--- src/design/stg_pkg.sv ---
// Purpose: shared constants and types for the system timeout guard
// Assumes: one 10 MHz clock, host I/O cycles arrive already on that clock
// Notes:   offsets are the configuration-space indices seen through the data port
package stg_pkg;

  // host I/O port addresses
  localparam logic [15:0] INDEX_PORT   = 16'h002e;
  localparam logic [15:0] DATA_PORT    = 16'h002f;

  // key values written to the index port
  localparam logic [7:0]  UNLOCK_KEY   = 8'h87;
  localparam logic [7:0]  LOCK_KEY     = 8'haa;

  // configuration register indices
  localparam logic [7:0]  REG_LDN      = 8'h07;
  localparam logic [7:0]  REG_PINFN    = 8'h2b;
  localparam logic [7:0]  REG_ACT      = 8'h30;
  localparam logic [7:0]  REG_UNIT     = 8'hf5;
  localparam logic [7:0]  REG_COUNT    = 8'hf6;
  localparam logic [7:0]  REG_ARLD     = 8'hf7;

  // logical device number that owns the guard
  localparam logic [7:0]  LDN_GUARD    = 8'h08;

  // field positions
  localparam int          UNIT_MIN_BIT = 3;
  localparam int          PIN_GP_BIT   = 4;
  localparam int          ACT_EN_BIT   = 0;
  localparam int          ARLD_HI_BIT  = 7;
  localparam int          ARLD_LO_BIT  = 6;

  // reset values
  localparam logic [7:0]  RST_LDN      = 8'h00;
  localparam logic [7:0]  RST_PINFN    = 8'h00;
  localparam logic [7:0]  RST_ACT      = 8'h00;
  localparam logic [7:0]  RST_UNIT     = 8'h00;
  localparam logic [7:0]  RST_COUNT    = 8'h00;
  localparam logic [7:0]  RST_ARLD     = 8'h00;
  localparam logic [7:0]  RST_INDEX    = 8'h00;

  // answer to reads that reach nothing
  localparam logic [7:0]  IDLE_RDATA   = 8'hff;

  // timing
  localparam int          CLK_HZ       = 10_000_000;
  localparam int          UNIT_SEC_S   = 1;
  localparam int          SEC_CYCLES   = UNIT_SEC_S * CLK_HZ;
  localparam int          MIN_SECONDS  = 60;

  typedef enum logic [2:0] {
    ST_LOCKED = 3'b001,
    ST_HALF   = 3'b010,
    ST_OPEN   = 3'b100
  } stg_port_state_t;

endpackage

--- src/design/stg_top.sv ---
// Purpose: system timeout guard behind an index/data configuration port
// Assumes: io strobes are one-cycle pulses on mclk; activity inputs are async pins
// Notes:   timeout_output is held until the count is rewritten or reset
`timescale 1ns/1ps
`default_nettype none
module stg_top #(
  parameter int SEC_CYCLES = stg_pkg::SEC_CYCLES
) (
  input  wire logic        mclk,
  input  wire logic        sys_rst,
  input  wire logic        io_wr,
  input  wire logic        io_rd,
  input  wire logic [15:0] io_addr,
  input  wire logic [7:0]  io_wdata,
  output logic      [7:0]  io_rdata,
  output logic             io_rvalid,
  input  wire logic        kbd_activity,
  input  wire logic        mouse_activity,
  output logic             timeout_output,
  output logic             pin_out,
  output logic             pin_oe
);
  import stg_pkg::*;

  // refused at elaboration: a prescaler under two cycles cannot give a one-cycle tick
  if (SEC_CYCLES < 2) begin : g_bad_sec
    $error("SEC_CYCLES must be at least 2");
  end

  stg_port_state_t state_q;
  stg_port_state_t state_d;
  logic [7:0]  index_q;
  logic [7:0]  ldn_q;
  logic [7:0]  pinfn_q;
  logic [7:0]  act_q;
  logic [7:0]  unit_q;
  logic [7:0]  arld_q;
  logic [7:0]  count_q;
  logic [7:0]  reload_q;
  logic [31:0] presc_q;
  logic [5:0]  minsub_q;
  logic        timeout_q;
  logic        kbd_s1_q;
  logic        kbd_s2_q;
  logic        kbd_s3_q;
  logic        mouse_s1_q;
  logic        mouse_s2_q;
  logic        mouse_s3_q;

  logic        wr_idx;
  logic        wr_dat;
  logic        ldn_sel;
  logic        cnt_wr;
  logic        act_ok;
  logic        activity;
  logic        running;
  logic        sec_tick;
  logic        dec;
  logic        expire;
  logic        unit_min;

  localparam logic [31:0] SEC_LAST = 32'(SEC_CYCLES - 1);
  localparam logic [5:0]  MIN_LAST = 6'(MIN_SECONDS - 1);

  function automatic logic [7:0] read_reg(input logic [7:0] idx, input logic sel);
    logic [7:0] v;
    v = IDLE_RDATA;
    case (idx)
      REG_LDN:   v = ldn_q;
      REG_PINFN: v = pinfn_q;
      REG_ACT:   v = sel ? act_q : IDLE_RDATA;
      REG_UNIT:  v = sel ? unit_q : IDLE_RDATA;
      REG_COUNT: v = sel ? count_q : IDLE_RDATA;
      REG_ARLD:  v = sel ? arld_q : IDLE_RDATA;
      default:   v = IDLE_RDATA;
    endcase
    return v;
  endfunction

  // port decode
  assign wr_idx   = io_wr && (io_addr == INDEX_PORT);
  assign wr_dat   = io_wr && (io_addr == DATA_PORT) && (state_q == ST_OPEN);
  assign ldn_sel  = (ldn_q == LDN_GUARD);
  assign cnt_wr   = wr_dat && (index_q == REG_COUNT) && ldn_sel;
  assign unit_min = unit_q[UNIT_MIN_BIT];
  assign act_ok   = arld_q[ARLD_HI_BIT] && arld_q[ARLD_LO_BIT];
  // a disarmed guard ignores activity so a stray key cannot arm it
  assign activity = ((kbd_s2_q && !kbd_s3_q) || (mouse_s2_q && !mouse_s3_q)) && act_ok
                    && (reload_q != 8'h00) && !cnt_wr;
  assign running  = act_q[ACT_EN_BIT] && (count_q != 8'h00);
  assign sec_tick = running && (presc_q == SEC_LAST);
  assign dec      = sec_tick && (!unit_min || (minsub_q == MIN_LAST)) && !cnt_wr && !activity;
  assign expire   = dec && (count_q == 8'h01);

  // unlock key sequence
  always_comb begin
    state_d = state_q;
    case (state_q)
      ST_LOCKED: begin
        if (wr_idx && io_wdata == UNLOCK_KEY) begin
          state_d = ST_HALF;
        end
      end
      ST_HALF: begin
        if (io_wr) begin
          state_d = (wr_idx && io_wdata == UNLOCK_KEY) ? ST_OPEN : ST_LOCKED;
        end
      end
      ST_OPEN: begin
        if (wr_idx && io_wdata == LOCK_KEY) begin
          state_d = ST_LOCKED;
        end
      end
      default: state_d = ST_LOCKED;
    endcase
  end

  always_ff @(posedge mclk or posedge sys_rst) begin
    if (sys_rst) begin
      state_q <= ST_LOCKED;
    end else begin
      state_q <= state_d;
    end
  end

  // index latch; the lock key itself is never taken as an index
  always_ff @(posedge mclk or posedge sys_rst) begin
    if (sys_rst) begin
      index_q <= RST_INDEX;
    end else if (wr_idx && state_q == ST_OPEN && io_wdata != LOCK_KEY) begin
      index_q <= io_wdata;
    end
  end

  // configuration registers
  always_ff @(posedge mclk or posedge sys_rst) begin
    if (sys_rst) begin
      ldn_q   <= RST_LDN;
      pinfn_q <= RST_PINFN;
      act_q   <= RST_ACT;
      unit_q  <= RST_UNIT;
      arld_q  <= RST_ARLD;
    end else if (wr_dat) begin
      case (index_q)
        REG_LDN:   ldn_q <= io_wdata;
        REG_PINFN: pinfn_q <= io_wdata;
        REG_ACT:   if (ldn_sel) act_q <= io_wdata;
        REG_UNIT:  if (ldn_sel) unit_q <= io_wdata;
        REG_ARLD:  if (ldn_sel) arld_q <= io_wdata;
        default:   ;
      endcase
    end
  end

  // read answer, one cycle after the strobe
  always_ff @(posedge mclk or posedge sys_rst) begin
    if (sys_rst) begin
      io_rdata  <= IDLE_RDATA;
      io_rvalid <= 1'b0;
    end else begin
      io_rvalid <= io_rd;
      if (io_rd) begin
        if (state_q != ST_OPEN) begin
          io_rdata <= IDLE_RDATA;
        end else if (io_addr == INDEX_PORT) begin
          io_rdata <= index_q;
        end else if (io_addr == DATA_PORT) begin
          io_rdata <= read_reg(index_q, ldn_sel);
        end else begin
          io_rdata <= IDLE_RDATA;
        end
      end
    end
  end

  // activity pins: two-stage sync, third stage for the edge
  always_ff @(posedge mclk or posedge sys_rst) begin
    if (sys_rst) begin
      kbd_s1_q   <= 1'b0;
      kbd_s2_q   <= 1'b0;
      kbd_s3_q   <= 1'b0;
      mouse_s1_q <= 1'b0;
      mouse_s2_q <= 1'b0;
      mouse_s3_q <= 1'b0;
    end else begin
      kbd_s1_q   <= kbd_activity;
      kbd_s2_q   <= kbd_s1_q;
      kbd_s3_q   <= kbd_s2_q;
      mouse_s1_q <= mouse_activity;
      mouse_s2_q <= mouse_s1_q;
      mouse_s3_q <= mouse_s2_q;
    end
  end

  // one-second prescaler, restarted by every reload so a unit is never short
  always_ff @(posedge mclk or posedge sys_rst) begin
    if (sys_rst) begin
      presc_q <= 32'h0000_0000;
    end else if (cnt_wr || activity || !running || sec_tick) begin
      presc_q <= 32'h0000_0000;
    end else begin
      presc_q <= presc_q + 32'h0000_0001;
    end
  end

  // seconds within a minute
  always_ff @(posedge mclk or posedge sys_rst) begin
    if (sys_rst) begin
      minsub_q <= 6'h00;
    end else if (cnt_wr || activity || !running || !unit_min) begin
      minsub_q <= 6'h00;
    end else if (sec_tick) begin
      minsub_q <= (minsub_q == MIN_LAST) ? 6'h00 : minsub_q + 6'h01;
    end
  end

  // down counter and its reload value
  always_ff @(posedge mclk or posedge sys_rst) begin
    if (sys_rst) begin
      count_q  <= RST_COUNT;
      reload_q <= RST_COUNT;
    end else if (cnt_wr) begin
      count_q  <= io_wdata;
      reload_q <= io_wdata;
    end else if (activity) begin
      count_q  <= reload_q;
    end else if (dec) begin
      count_q  <= count_q - 8'h01;
    end
  end

  // expiry flag; a count write blocks the final decrement, so the clear wins in the same cycle
  always_ff @(posedge mclk or posedge sys_rst) begin
    if (sys_rst) begin
      timeout_q <= 1'b0;
    end else if (expire) begin
      timeout_q <= 1'b1;
    end else if (cnt_wr) begin
      timeout_q <= 1'b0;
    end
  end

  // outputs; the shared pin carries an active-low reset when routed to the guard
  always_ff @(posedge mclk or posedge sys_rst) begin
    if (sys_rst) begin
      timeout_output <= 1'b0;
      pin_out        <= 1'b1;
      pin_oe         <= 1'b1;
    end else begin
      timeout_output <= timeout_q;
      pin_out        <= !timeout_q;
      pin_oe         <= !pinfn_q[PIN_GP_BIT];
    end
  end
endmodule
`default_nettype wire

--- config.mk ---
export PLATFORM = sky130hd
export DESIGN_NAME = stg_top
export DESIGN_NICKNAME = d
export VERILOG_FILES = /design/src/design/stg_pkg.sv /design/src/design/stg_top.sv
export SDC_FILE = /design/constraint.sdc
export NUM_CORES = 1
export LEC_CHECK = 0
export ABC_CLOCK_PERIOD_IN_PS = 4400
export BUFFER_PORTS_ARGS = -buffer_cell sky130_fd_sc_hd__buf_2
export CORE_MARGIN = 8
export CORE_UTILIZATION = 61
export CTS_CLUSTER_SIZE = 8
export DETAILED_ROUTE_END_ITERATION = 8
export HOLD_SLACK_MARGIN = 0.03
export PLACE_DENSITY_LB_ADDON = 0.15
export REMOVE_ABC_BUFFERS = 1
export SLEW_MARGIN = 20
export SYNTH_ARGS = -nofsm -noshare
export SYNTH_HDL_FRONTEND = slang
export SYNTH_SLANG_ARGS = --single-unit
--- constraint.sdc ---
create_clock -name mclk -period 4.4 [get_ports mclk]
set_input_delay 0.66 -clock mclk [delete_from_list [all_inputs] [get_ports mclk]]
set_output_delay 0.66 -clock mclk [all_outputs]
set_load 0.1 [all_outputs]
# == Word-level counts from Yosys, hierarchy flattened ==
# Cells that the tools add are included.
# totals
regBits,124
in_bits,30
out_inout_bits,12
wordCells,116
# op_classes
n_addsub,3
n_eq_ne,22
n_mux,22
reduce_logical,46
# op_table
cell,n
8-bit two-way mux,10
8-bit one-hot mux with 6 select lines,1
"8-bit equality test, second input constant",5
"32-bit by 1-bit adder with 32-bit output, second input constant",1
"16-bit by 6-bit equality test with 1-bit output, second input constant",2
"32-bit by 24-bit equality test with 1-bit output, second input constant",1
32-bit two-way mux,1
1-bit logical AND,21
6-bit two-way mux,3
"8-bit by 6-bit equality test with 1-bit output, second input constant",2
8-bit nonzero test,2
3-bit two-way mux,4
3-bit AND reduction,4
3-bit one-hot mux with 3 select lines,1
"8-bit by 1-bit equality test with 1-bit output, second input constant",1
"8-bit by 3-bit equality test with 1-bit output, second input constant",1
"8-bit by 4-bit equality test with 1-bit output, second input constant",1
1-bit zero test,8
"8-bit inequality test, second input constant",1
"8-bit by 1-bit subtractor with 8-bit output, second input constant",1
"6-bit by 1-bit adder with 6-bit output, second input constant",1
"6-bit equality test, second input constant",1
1-bit logical OR,6
"2-bit inequality test, second input constant",2
other kinds (9),12

# == Logic depth before layout (Yosys ltp) ==
# Gate-level depths: netlist (run 1).
# depth
depth_word,12
depth_mapped,9

# == Worst setup path after synthesis (run 1) ==
# Ideal clock, no wire load.
# synth_path
path_type,flip-flop to flip-flop
from,reg ldn_q[4]
to,reg count_q[6]
arrival_time_ps,2428
required_ps,4278
setup_slack_ps,1850
path_stages_with_launch,9
path_buffers,3
period_less_slack_ps,2550
cell_sequence,dfrtp_1 or4_1 or2_1 buf_2 or4b_1 buf_2 and2_4 buf_6 a32o_1
# synth_between
elab_chain_cells,7
word_cells_on_any_way,10
# synth_lines
item,line,source
start: declaration,stg_top.sv:33,logic [7:0] ldn_q;
start signal: assignment,stg_top.sv:145,REG_LDN: ldn_q <= io_wdata;
8-bit by 4-bit equality test with 1-bit output (*),stg_top.sv:83,assign ldn_sel = (ldn_q == LDN_GUARD);
1-bit logical AND (*),stg_top.sv:84,assign cnt_wr = wr_dat && (index_q == REG_COUNT) && ldn_sel;
1-bit zero test,"stg_top.sv:89, stg_top.sv:92",
1-bit logical AND,stg_top.sv:89,&& (reload_q != 8'h00) && !cnt_wr;
1-bit zero test,stg_top.sv:92,assign dec = sec_tick && (!unit_min || (minsub_q == MIN_LAST)) && !cnt_wr && !activity;
1-bit logical AND,stg_top.sv:92,
3-bit nonzero test (no source line),--,
end signal: assignment,stg_top.sv:223,count_q <= io_wdata;
end signal: assignment,stg_top.sv:226,count_q <= reload_q;
end signal: assignment,stg_top.sv:228,count_q <= count_q - 8'h01;
end: declaration,stg_top.sv:38,logic [7:0] count_q;
# Every way passes the cells marked *; elsewhere a longest branch is shown, timed or not.
# A chain may end at the register's enable or synchronous reset.

# == Final worst setup path (run 1) ==
# layout_path
from,reg ldn_q[4]
to,reg presc_q[3]
# layout_between
elab_chain_cells,8
# layout_lines
item,line,source
8-bit by 4-bit equality test with 1-bit output (*),stg_top.sv:83,
1-bit logical AND (*),stg_top.sv:84,
1-bit zero test,stg_top.sv:89,
1-bit logical AND,stg_top.sv:89,
1-bit logical OR (*) (3 in series),stg_top.sv:199,end else if (cnt_wr || activity || !running || sec_tick) begin
32-bit two-way mux (*),stg_top.sv:199,
end signal: assignment,stg_top.sv:202,presc_q <= presc_q + 32'h0000_0001;
end: declaration,stg_top.sv:40,logic [31:0] presc_q;
# Marks and branches as above.

==> impl_results.md, run 1 <==
* Worst Path Required at 4790 ps
* Seq/Total Area, Yosys at 49.8%
* Worst EP arrival at 3550 ps
* Clk Tree Root Cell: clkbuf_8
* Combinational share of power at 2.4%
* Num ports at 42
* PD cells at 377 mW/mm^2
* CP Capture Type: flop
* Layout area overhead at 15.0%
* Resized Gates After CTS at 0
* Peak supply drop at 0.474 mV
* CTS tree: done
* Max-cap violations at 0
* Yosys reg bits at 124
* Tmin final at 3160 ps
* First-pass GRT wire length at 25,200 um
* RSZ-0062 raised after global routing: false
* Synth area leaders: dfrtp_1 45%, mux2_2 9.0%, dfstp_2 4.6%
* Mapped cell area at 0.00625 mm^2
* Hold-fix buffer count after cts at 0
* Worst Tran Pin Value at 808 ps
* Number of global-route vias before repair at 5,051
* DRT iter0 DRCs at 556
* Crit. path cell count at 6
* Worst R2R Path Depth at 6
* Syn Inst Count at 618
* Num CTS Buffers at 17
* Layout cells sized above 1 at 22.1%
* Finished Cell Area at 0.00719 mm^2
* Most common cell in the netlist: dfrtp_1
* Area leader, netlist: dfrtp_1
* Routed vias/inst at 6.31
* Final setup violation count at 0
* Clock-pin slew on the worst setup and hold paths at 60 ps
* Seq pwr share at 42.3%
* Hpwl dp at 10,400 um
* Fmax at 317 MHz
* Final wirelength at 15,600 um
* Postcts setup bufs at 0
* Final hold violation count at 0
* Global placement routability congestion at 0.905
* Yosys warns at 0
* Net Switching at 0.571 mW
* CP max-delay cell: or4b_1
* DIE WIDTH at 117 um
* Crit-path max FO at 27
* Final routed DRC violation total at 0
* Initial antenna violation count at 0
* Tcrit/Tclk final at 71.8%
* Synth unique cells at 58
* Slew Viols, Final at 0
* # fillers at 731
* ANT nets after route at 0
* Core area at 0.0101 mm^2
* Worst hold stages at 1
* Floorplan row count at 37
* Crit-path cells: or4_1 > or2_1 > or4b_1 > and2_4 > nand3_4 > nor2_1
* Crit path buf inv count at 0
* Clock network fraction of total power at 55.3%
* DRT Pass-1 Iters at 5
* Asr flop ratio synth at 100%
* Outcome: finished clean
* Initial Utilization at 61.7%
* Drt wl/cell at 19.2 um
* Max-Slew Margin vs Limit at 45.7%
* Die area at 0.0137 mm^2
* CTS sink count at 124
* Total grt overflow at 0
* Min-delay worst type: input pin to flop
* Primary FF master, synth: dfrtp_1
* Final Skew at 7.15 ps
* Diode count at 0
* Crit Path Category: flop to flop
* Worst skew pair latency at 530 ps
* Setup TNS at 0 ps
* Register Area at 0.00312 mm^2
* Commonest cells post-synth: 113 x dfrtp_1, 66 x nor2_1, 64 x nand2_1
* Top-area cell type share of the netlist area at 45.2%
* P_int at 2.14 mW
* # port buffers at 41
* Largest net degree at the start of global routing at 84
* Avg Inst Size Synth at 10.1 um^2
* Final layout net count at 695
* Cell family with most CP delay: simple AND/OR/NAND/NOR gates
* Die Y at 117 um
* Sw Share at 21.1%
* Vias at 5,107
* Max clock buf depth at 2
* H-tree depth at 4
* Lkg Pwr at 3.13 nW
* Multi-input gate area at 0.00298 mm^2
* Global Route Usage Sum at 24.2%
* Slowest cell delay on critical path at 880 ps
* Post-DP Area at 0.00656 mm^2
* Worst setup SP type: flop
* EDFF count, synth at 0
[layer usage]
layer,wire [um],global-route usage [%],up-vias
met5,0,0,-
met4,275,8.79,0
met3,1410,8.88,32
met2,7180,36.1,235
met1,6690,31.6,2511
li1,-,-,2329
[cells in the final DEF (no fill, tap or decap), types with 4 or more instances in the layout]
cell type	instances
nand3_1	17
nor2b_1	4
o22ai_1	9
a211oi_1	4
a32oi_1	5
nor2_1	66
nor3_1	12
nand4_1	14
a21oi_1	24
mux2_2	50
o21ai_0	42
dfstp_2	11
or3_1	7
inv_1	12
o31ai_1	7
inv_6	4
clkbuf_16	16
nand2_1	64
xor2_1	17
a22oi_1	8
nand2b_1	4
ha_1	5
nor4_1	9
and2_1	7
bufinv_16	5
mux2i_1	9
dfrtp_1	113
buf_4	4
nand4b_1	5
and4_1	10
buf_2	41
and3_1	13
nor4bb_1	4
xnor2_1	9
[area by class of cell]
class	instances	share of cell area [%]
inverters	13	0.748
flip-flops and latches	124	43.3
clock inverters	14	2.99
well taps	136	2.37
repair buffers	45	3.27
clock buffers	18	5.81
multi-input cells	459	41.5
[stage by stage]
stage               setup slack, ps  std cells  power [mW]  util, %  hold WS [ps]
floorplan                       459        596        1.19        -           331
global placement               1330        777        1.23     64.7           333
detailed placement             1230        777        1.23     64.7           335
CTS                            1310        809        2.73     70.9           224
global route                   1160        809        2.79     70.9           214
finish                         1240        809        2.71     70.9           239
[kinds of logic after synthesis]
family                   after synthesis  share of synthesized area (%)
AND/OR/NAND/NOR                      261                           22.2
flip-flops                           124                           49.8
AO/OA/AOI/OAI                        108                           10.4
XOR/XNOR                              26                           3.64
buffers and inverters                 35                           2.48
adder cells (fa/ha/maj)                5                           1.00
multiplexers                          59                           10.4
[path summary, 6_finish.rpt]
| check | start | end | slack, ps |
|---|---|---|---|
| worst max register to register | ldn_q[4]$_DFFE_PP0P_ | presc_q[3]$_DFF_PP0_ | 1240 |
| worst max-delay path | ldn_q[4]$_DFFE_PP0P_ | presc_q[3]$_DFF_PP0_ | 1240 |
| max in group asynchronous | sys_rst | state_q[0]$_DFFE_PP1P_ | 3300 |
| min in group asynchronous | sys_rst | ldn_q[2]$_DFFE_PP0P_ | 270 |
| worst min register to register | kbd_s1_q$_DFF_PP0_ | kbd_s2_q$_DFF_PP0_ | 350 |
| worst min-delay path | kbd_activity | kbd_s1_q$_DFF_PP0_ | 240 |
[sequential cells by signal (all words and copies together), names as in the netlist, 6 cells and up]
register  cells
presc_q      32
io_rdata      8
arld_q        8
ldn_q         8
pinfn_q       8
unit_q        8
index_q       8
minsub_q      6
count_q       8
reload_q      8
act_q         8
[power groups by stage]
stage,logic (mW),clock network (mW),registers (mW)
4_1_cts,0.0652,1.52,1.15
5_1_grt,0.0718,1.57,1.15
2_1_floorplan,0.0221,0,1.17
3_3_place_gp,0.0632,0,1.17
3_5_place_dp,0.0644,0,1.17
6_report,0.0648,1.50,1.15
(Power assumes the default switching activity.)
==> run 2, diff against run 1 <==
- ABC_CLOCK_PERIOD_IN_PS: 4400 -> 3300
- clock period: 4.4 -> 3.3 ns (I/O delays scaled with it)
==> impl_results.md, run 2 (synthesis gave the netlist of run 1 again) <==
* Outcome: finished clean
* Initial antenna violation count at 0 (unchanged)
* Largest Register: presc_q
* Layout area overhead at 14.5%
* Worst skew pair latency at 540 ps (about the same)
* DIE WIDTH at 117 um (unchanged)
* R2r setup slk at 390 ps (-850 ps)
* # fillers at 755 (+3.3%)
* Num ports at 42 (unchanged)
* Crit-path max FO at 27 (unchanged)
* Core area at 0.0101 mm^2 (unchanged)
* Final routed DRC violation total at 0 (unchanged)
* Clk Tree Root Cell: clkbuf_8
* First-pass GRT wire length at 25,000 um (-1.0%)
* Hold-fix buffer count after cts at 0 (unchanged)
* Setup TNS at 0 ps (unchanged)
* Clock network fraction of total power at 52.0% (-3.3 points)
* Worst Tran Pin Value at 761 ps (-46.5 ps)
* Slowest cell delay on critical path at 820 ps (-60 ps)
* DRT Pass-1 Iters at 5 (unchanged)
* Commonest cells after routing, fill and taps aside: 113 x dfrtp_1, 66 x nor2_1, 64 x nand2_1, 50 x mux2_2, 42 x o21ai_0
* Floorplan row count at 37 (unchanged)
* Tcrit/Tclk final at 88.1% (+16 points)
* Die Y at 117 um (unchanged)
* Num CTS Buffers at 17 (unchanged)
* Initial Utilization at 61.7% (unchanged)
* Slew Viols, Final at 0 (unchanged)
* Sw Share at 23.4% (+2.3 points)
* H-tree depth at 4 (unchanged)
* Diode count at 0 (unchanged)
* Crit Path Category: flop to flop
* Layout cells sized above 1 at 22.7% (+0.61 points)
* Crit-path cells: or4_1 > or2_1 > or4b_1 > and2_4 > nand3_4 > nor2_1
* Net Switching at 0.785 mW (+37%)
* Cell family with most CP delay: simple AND/OR/NAND/NOR gates
* CTS tree: done
* Final hold violation count at 0 (unchanged)
* Resized Gates After CTS at 0 (unchanged)
* Lkg Pwr at 3.11 nW (-0.50%)
* Largest net degree at the start of global routing at 65 (-23%)
* Routed vias/inst at 6.23 (-1.3%)
* Pwr Total at 3.36 mW (+24%)
* CP Capture Type: flop
* Busiest grt layer: met2
* Combinational share of power at 2.6% (+0.2 points)
* Worst Path Required at 3710 ps (-1080 ps)
* DRT iter0 DRCs at 505 (-9.2%)
* Multi-input gate area at 0.00298 mm^2 (unchanged)
* Vias at 5,063 (-0.86%)
* Tmin final at 2910 ps (-250 ps)
* PD cells at 469 mW/mm^2 (+25%)
* CTS sink count at 124 (unchanged)
* Commonest non-fill, non-tap cell in the layout: dfrtp_1
* Global Route Usage Sum at 23.9% (-0.26 points)
* Clock-pin slew on the worst setup and hold paths at 60 ps (about the same)
* Final layout net count at 699 (+0.58%)
* GR Layer Usage met3 at 6.82% (-2.1 points)
* Drt wl/cell at 18.9 um (-1.9%)
* Peak supply drop at 0.661 mV (+39%)
* CP max-delay cell: or4b_1
* Crit path buf inv count at 0 (unchanged)
* GR Util met1 at 33.2% (+1.6 points)
* Fmax at 344 MHz (+8.6%)
* Final Skew at 10.4 ps (+3.21 ps)
* Max-cap violations at 0 (unchanged)
* Final wirelength at 15,300 um (-1.4%)
* ANT nets after route at 0 (unchanged)
* Register Area at 0.00312 mm^2 (unchanged)
* Die area at 0.0137 mm^2 (unchanged)
* Max-Slew Margin vs Limit at 49.3% (+3.5 points)
* RSZ-0062 raised after global routing: false
* P_int at 2.58 mW (+20%)
* Worst EP arrival at 3320 ps (-230 ps)
* Worst setup SP type: flop
* Number of flip-flops in the largest register at 32 (unchanged)
* Total grt overflow at 0 (unchanged)
* Global placement routability congestion at 0.937 (+3.6%)
* Final setup violation count at 0 (unchanged)
* Number of global-route vias before repair at 4,834 (-4.3%)
* Met2 GRT Util at 34.7% (-1.3 points)
* Postcts setup bufs at 0 (unchanged)
* Seq pwr share at 45.5% (+3.2 points)
* Max clock buf depth at 2 (unchanged)
* Min-delay worst type: input pin to flop
* # port buffers at 41 (unchanged)
* Hpwl dp at 10,400 um (-0.68%)
==> run 2: cell count changes in the layout (fill, tap and decap cells not counted) <==
| cell | delta |
|---|---|
| buf_4 | +3 |
| clkinv_2 | -2 |
| bufinv_16 | -4 |
| inv_4 | +1 |
| clkbuf_8 | +1 |
| buf_12 | +1 |
| clkbuf_1 | -1 |
| clkinv_4 | +3 |
| clkinvlp_4 | +2 |
==> run 2: final timing paths <==
| kind | from | to | cells after the start |
|---|---|---|---|
| worst max-delay path | ldn_q[4]$_DFFE_PP0P_ | presc_q[27]$_DFF_PP0_ | 6 |
| worst max register to register | ldn_q[4]$_DFFE_PP0P_ | presc_q[27]$_DFF_PP0_ | 6 |
| max in group asynchronous | sys_rst | pin_out$_DFF_PP1_ | 3 |
| min in group asynchronous | sys_rst | act_q[3]$_DFFE_PP0P_ | 2 |
| worst min register to register | mouse_s1_q$_DFF_PP0_ | mouse_s2_q$_DFF_PP0_ | 0 |
| worst min-delay path | kbd_activity | kbd_s1_q$_DFF_PP0_ | 1 |
==> run 2: area by class of cell <==
type                            instances  share of cell area (%)
Timing Repair Buffer                   49                    3.88
Clock buffer                           18                    5.98
Inverter                               13                   0.716
Sequential cell                       124                    43.5
Clock inverter                         14                    1.89
Multi-Input combinational cell        459                    41.6
Tap cell                              136                    2.38
==> run 2: power by group through the flow <==
| stage | registers [mW] | clock network [mW] | logic, mW |
|---|---|---|---|
| 6_report | 1.53 | 1.75 | 0.0867 |
| 5_1_grt | 1.53 | 1.84 | 0.0961 |
| 3_3_place_gp | 1.55 | 0 | 0.0854 |
| 2_1_floorplan | 1.56 | 0 | 0.0295 |
| 4_1_cts | 1.53 | 1.77 | 0.0875 |
| 3_5_place_dp | 1.55 | 0 | 0.0870 |
==> run 2: stage by stage <==
stage / utilization (%) / hold slack [ps] / worst slack [ps] / instances / area, um^2
3_3_place_gp: 65.1 / 336 / 506 / 781 / 6600
3_5_place_dp: 65.1 / 343 / 424 / 781 / 6600
2_1_floorplan: - / 331 / -476 / 596 / 6150
4_1_cts: 70.6 / 44.9 / 411 / 813 / 7160
6_report: 70.6 / 65.5 / 391 / 813 / 7160
5_1_grt: 70.6 / 41.4 / 254 / 813 / 7160
==> run 2: worst reg2reg max path: cells and delay by family, from the launching register on <==
family | cells | cell delay, ps
flip-flops | 1 | 390
AND/OR/NAND/NOR | 6 | 2400
==> run 2: per-layer routing <==
layer,vias up,wire length (um)
li1,2336,-
met1,2516,6960
met2,184,6900
met3,27,1150
met4,0,310
met5,-,0
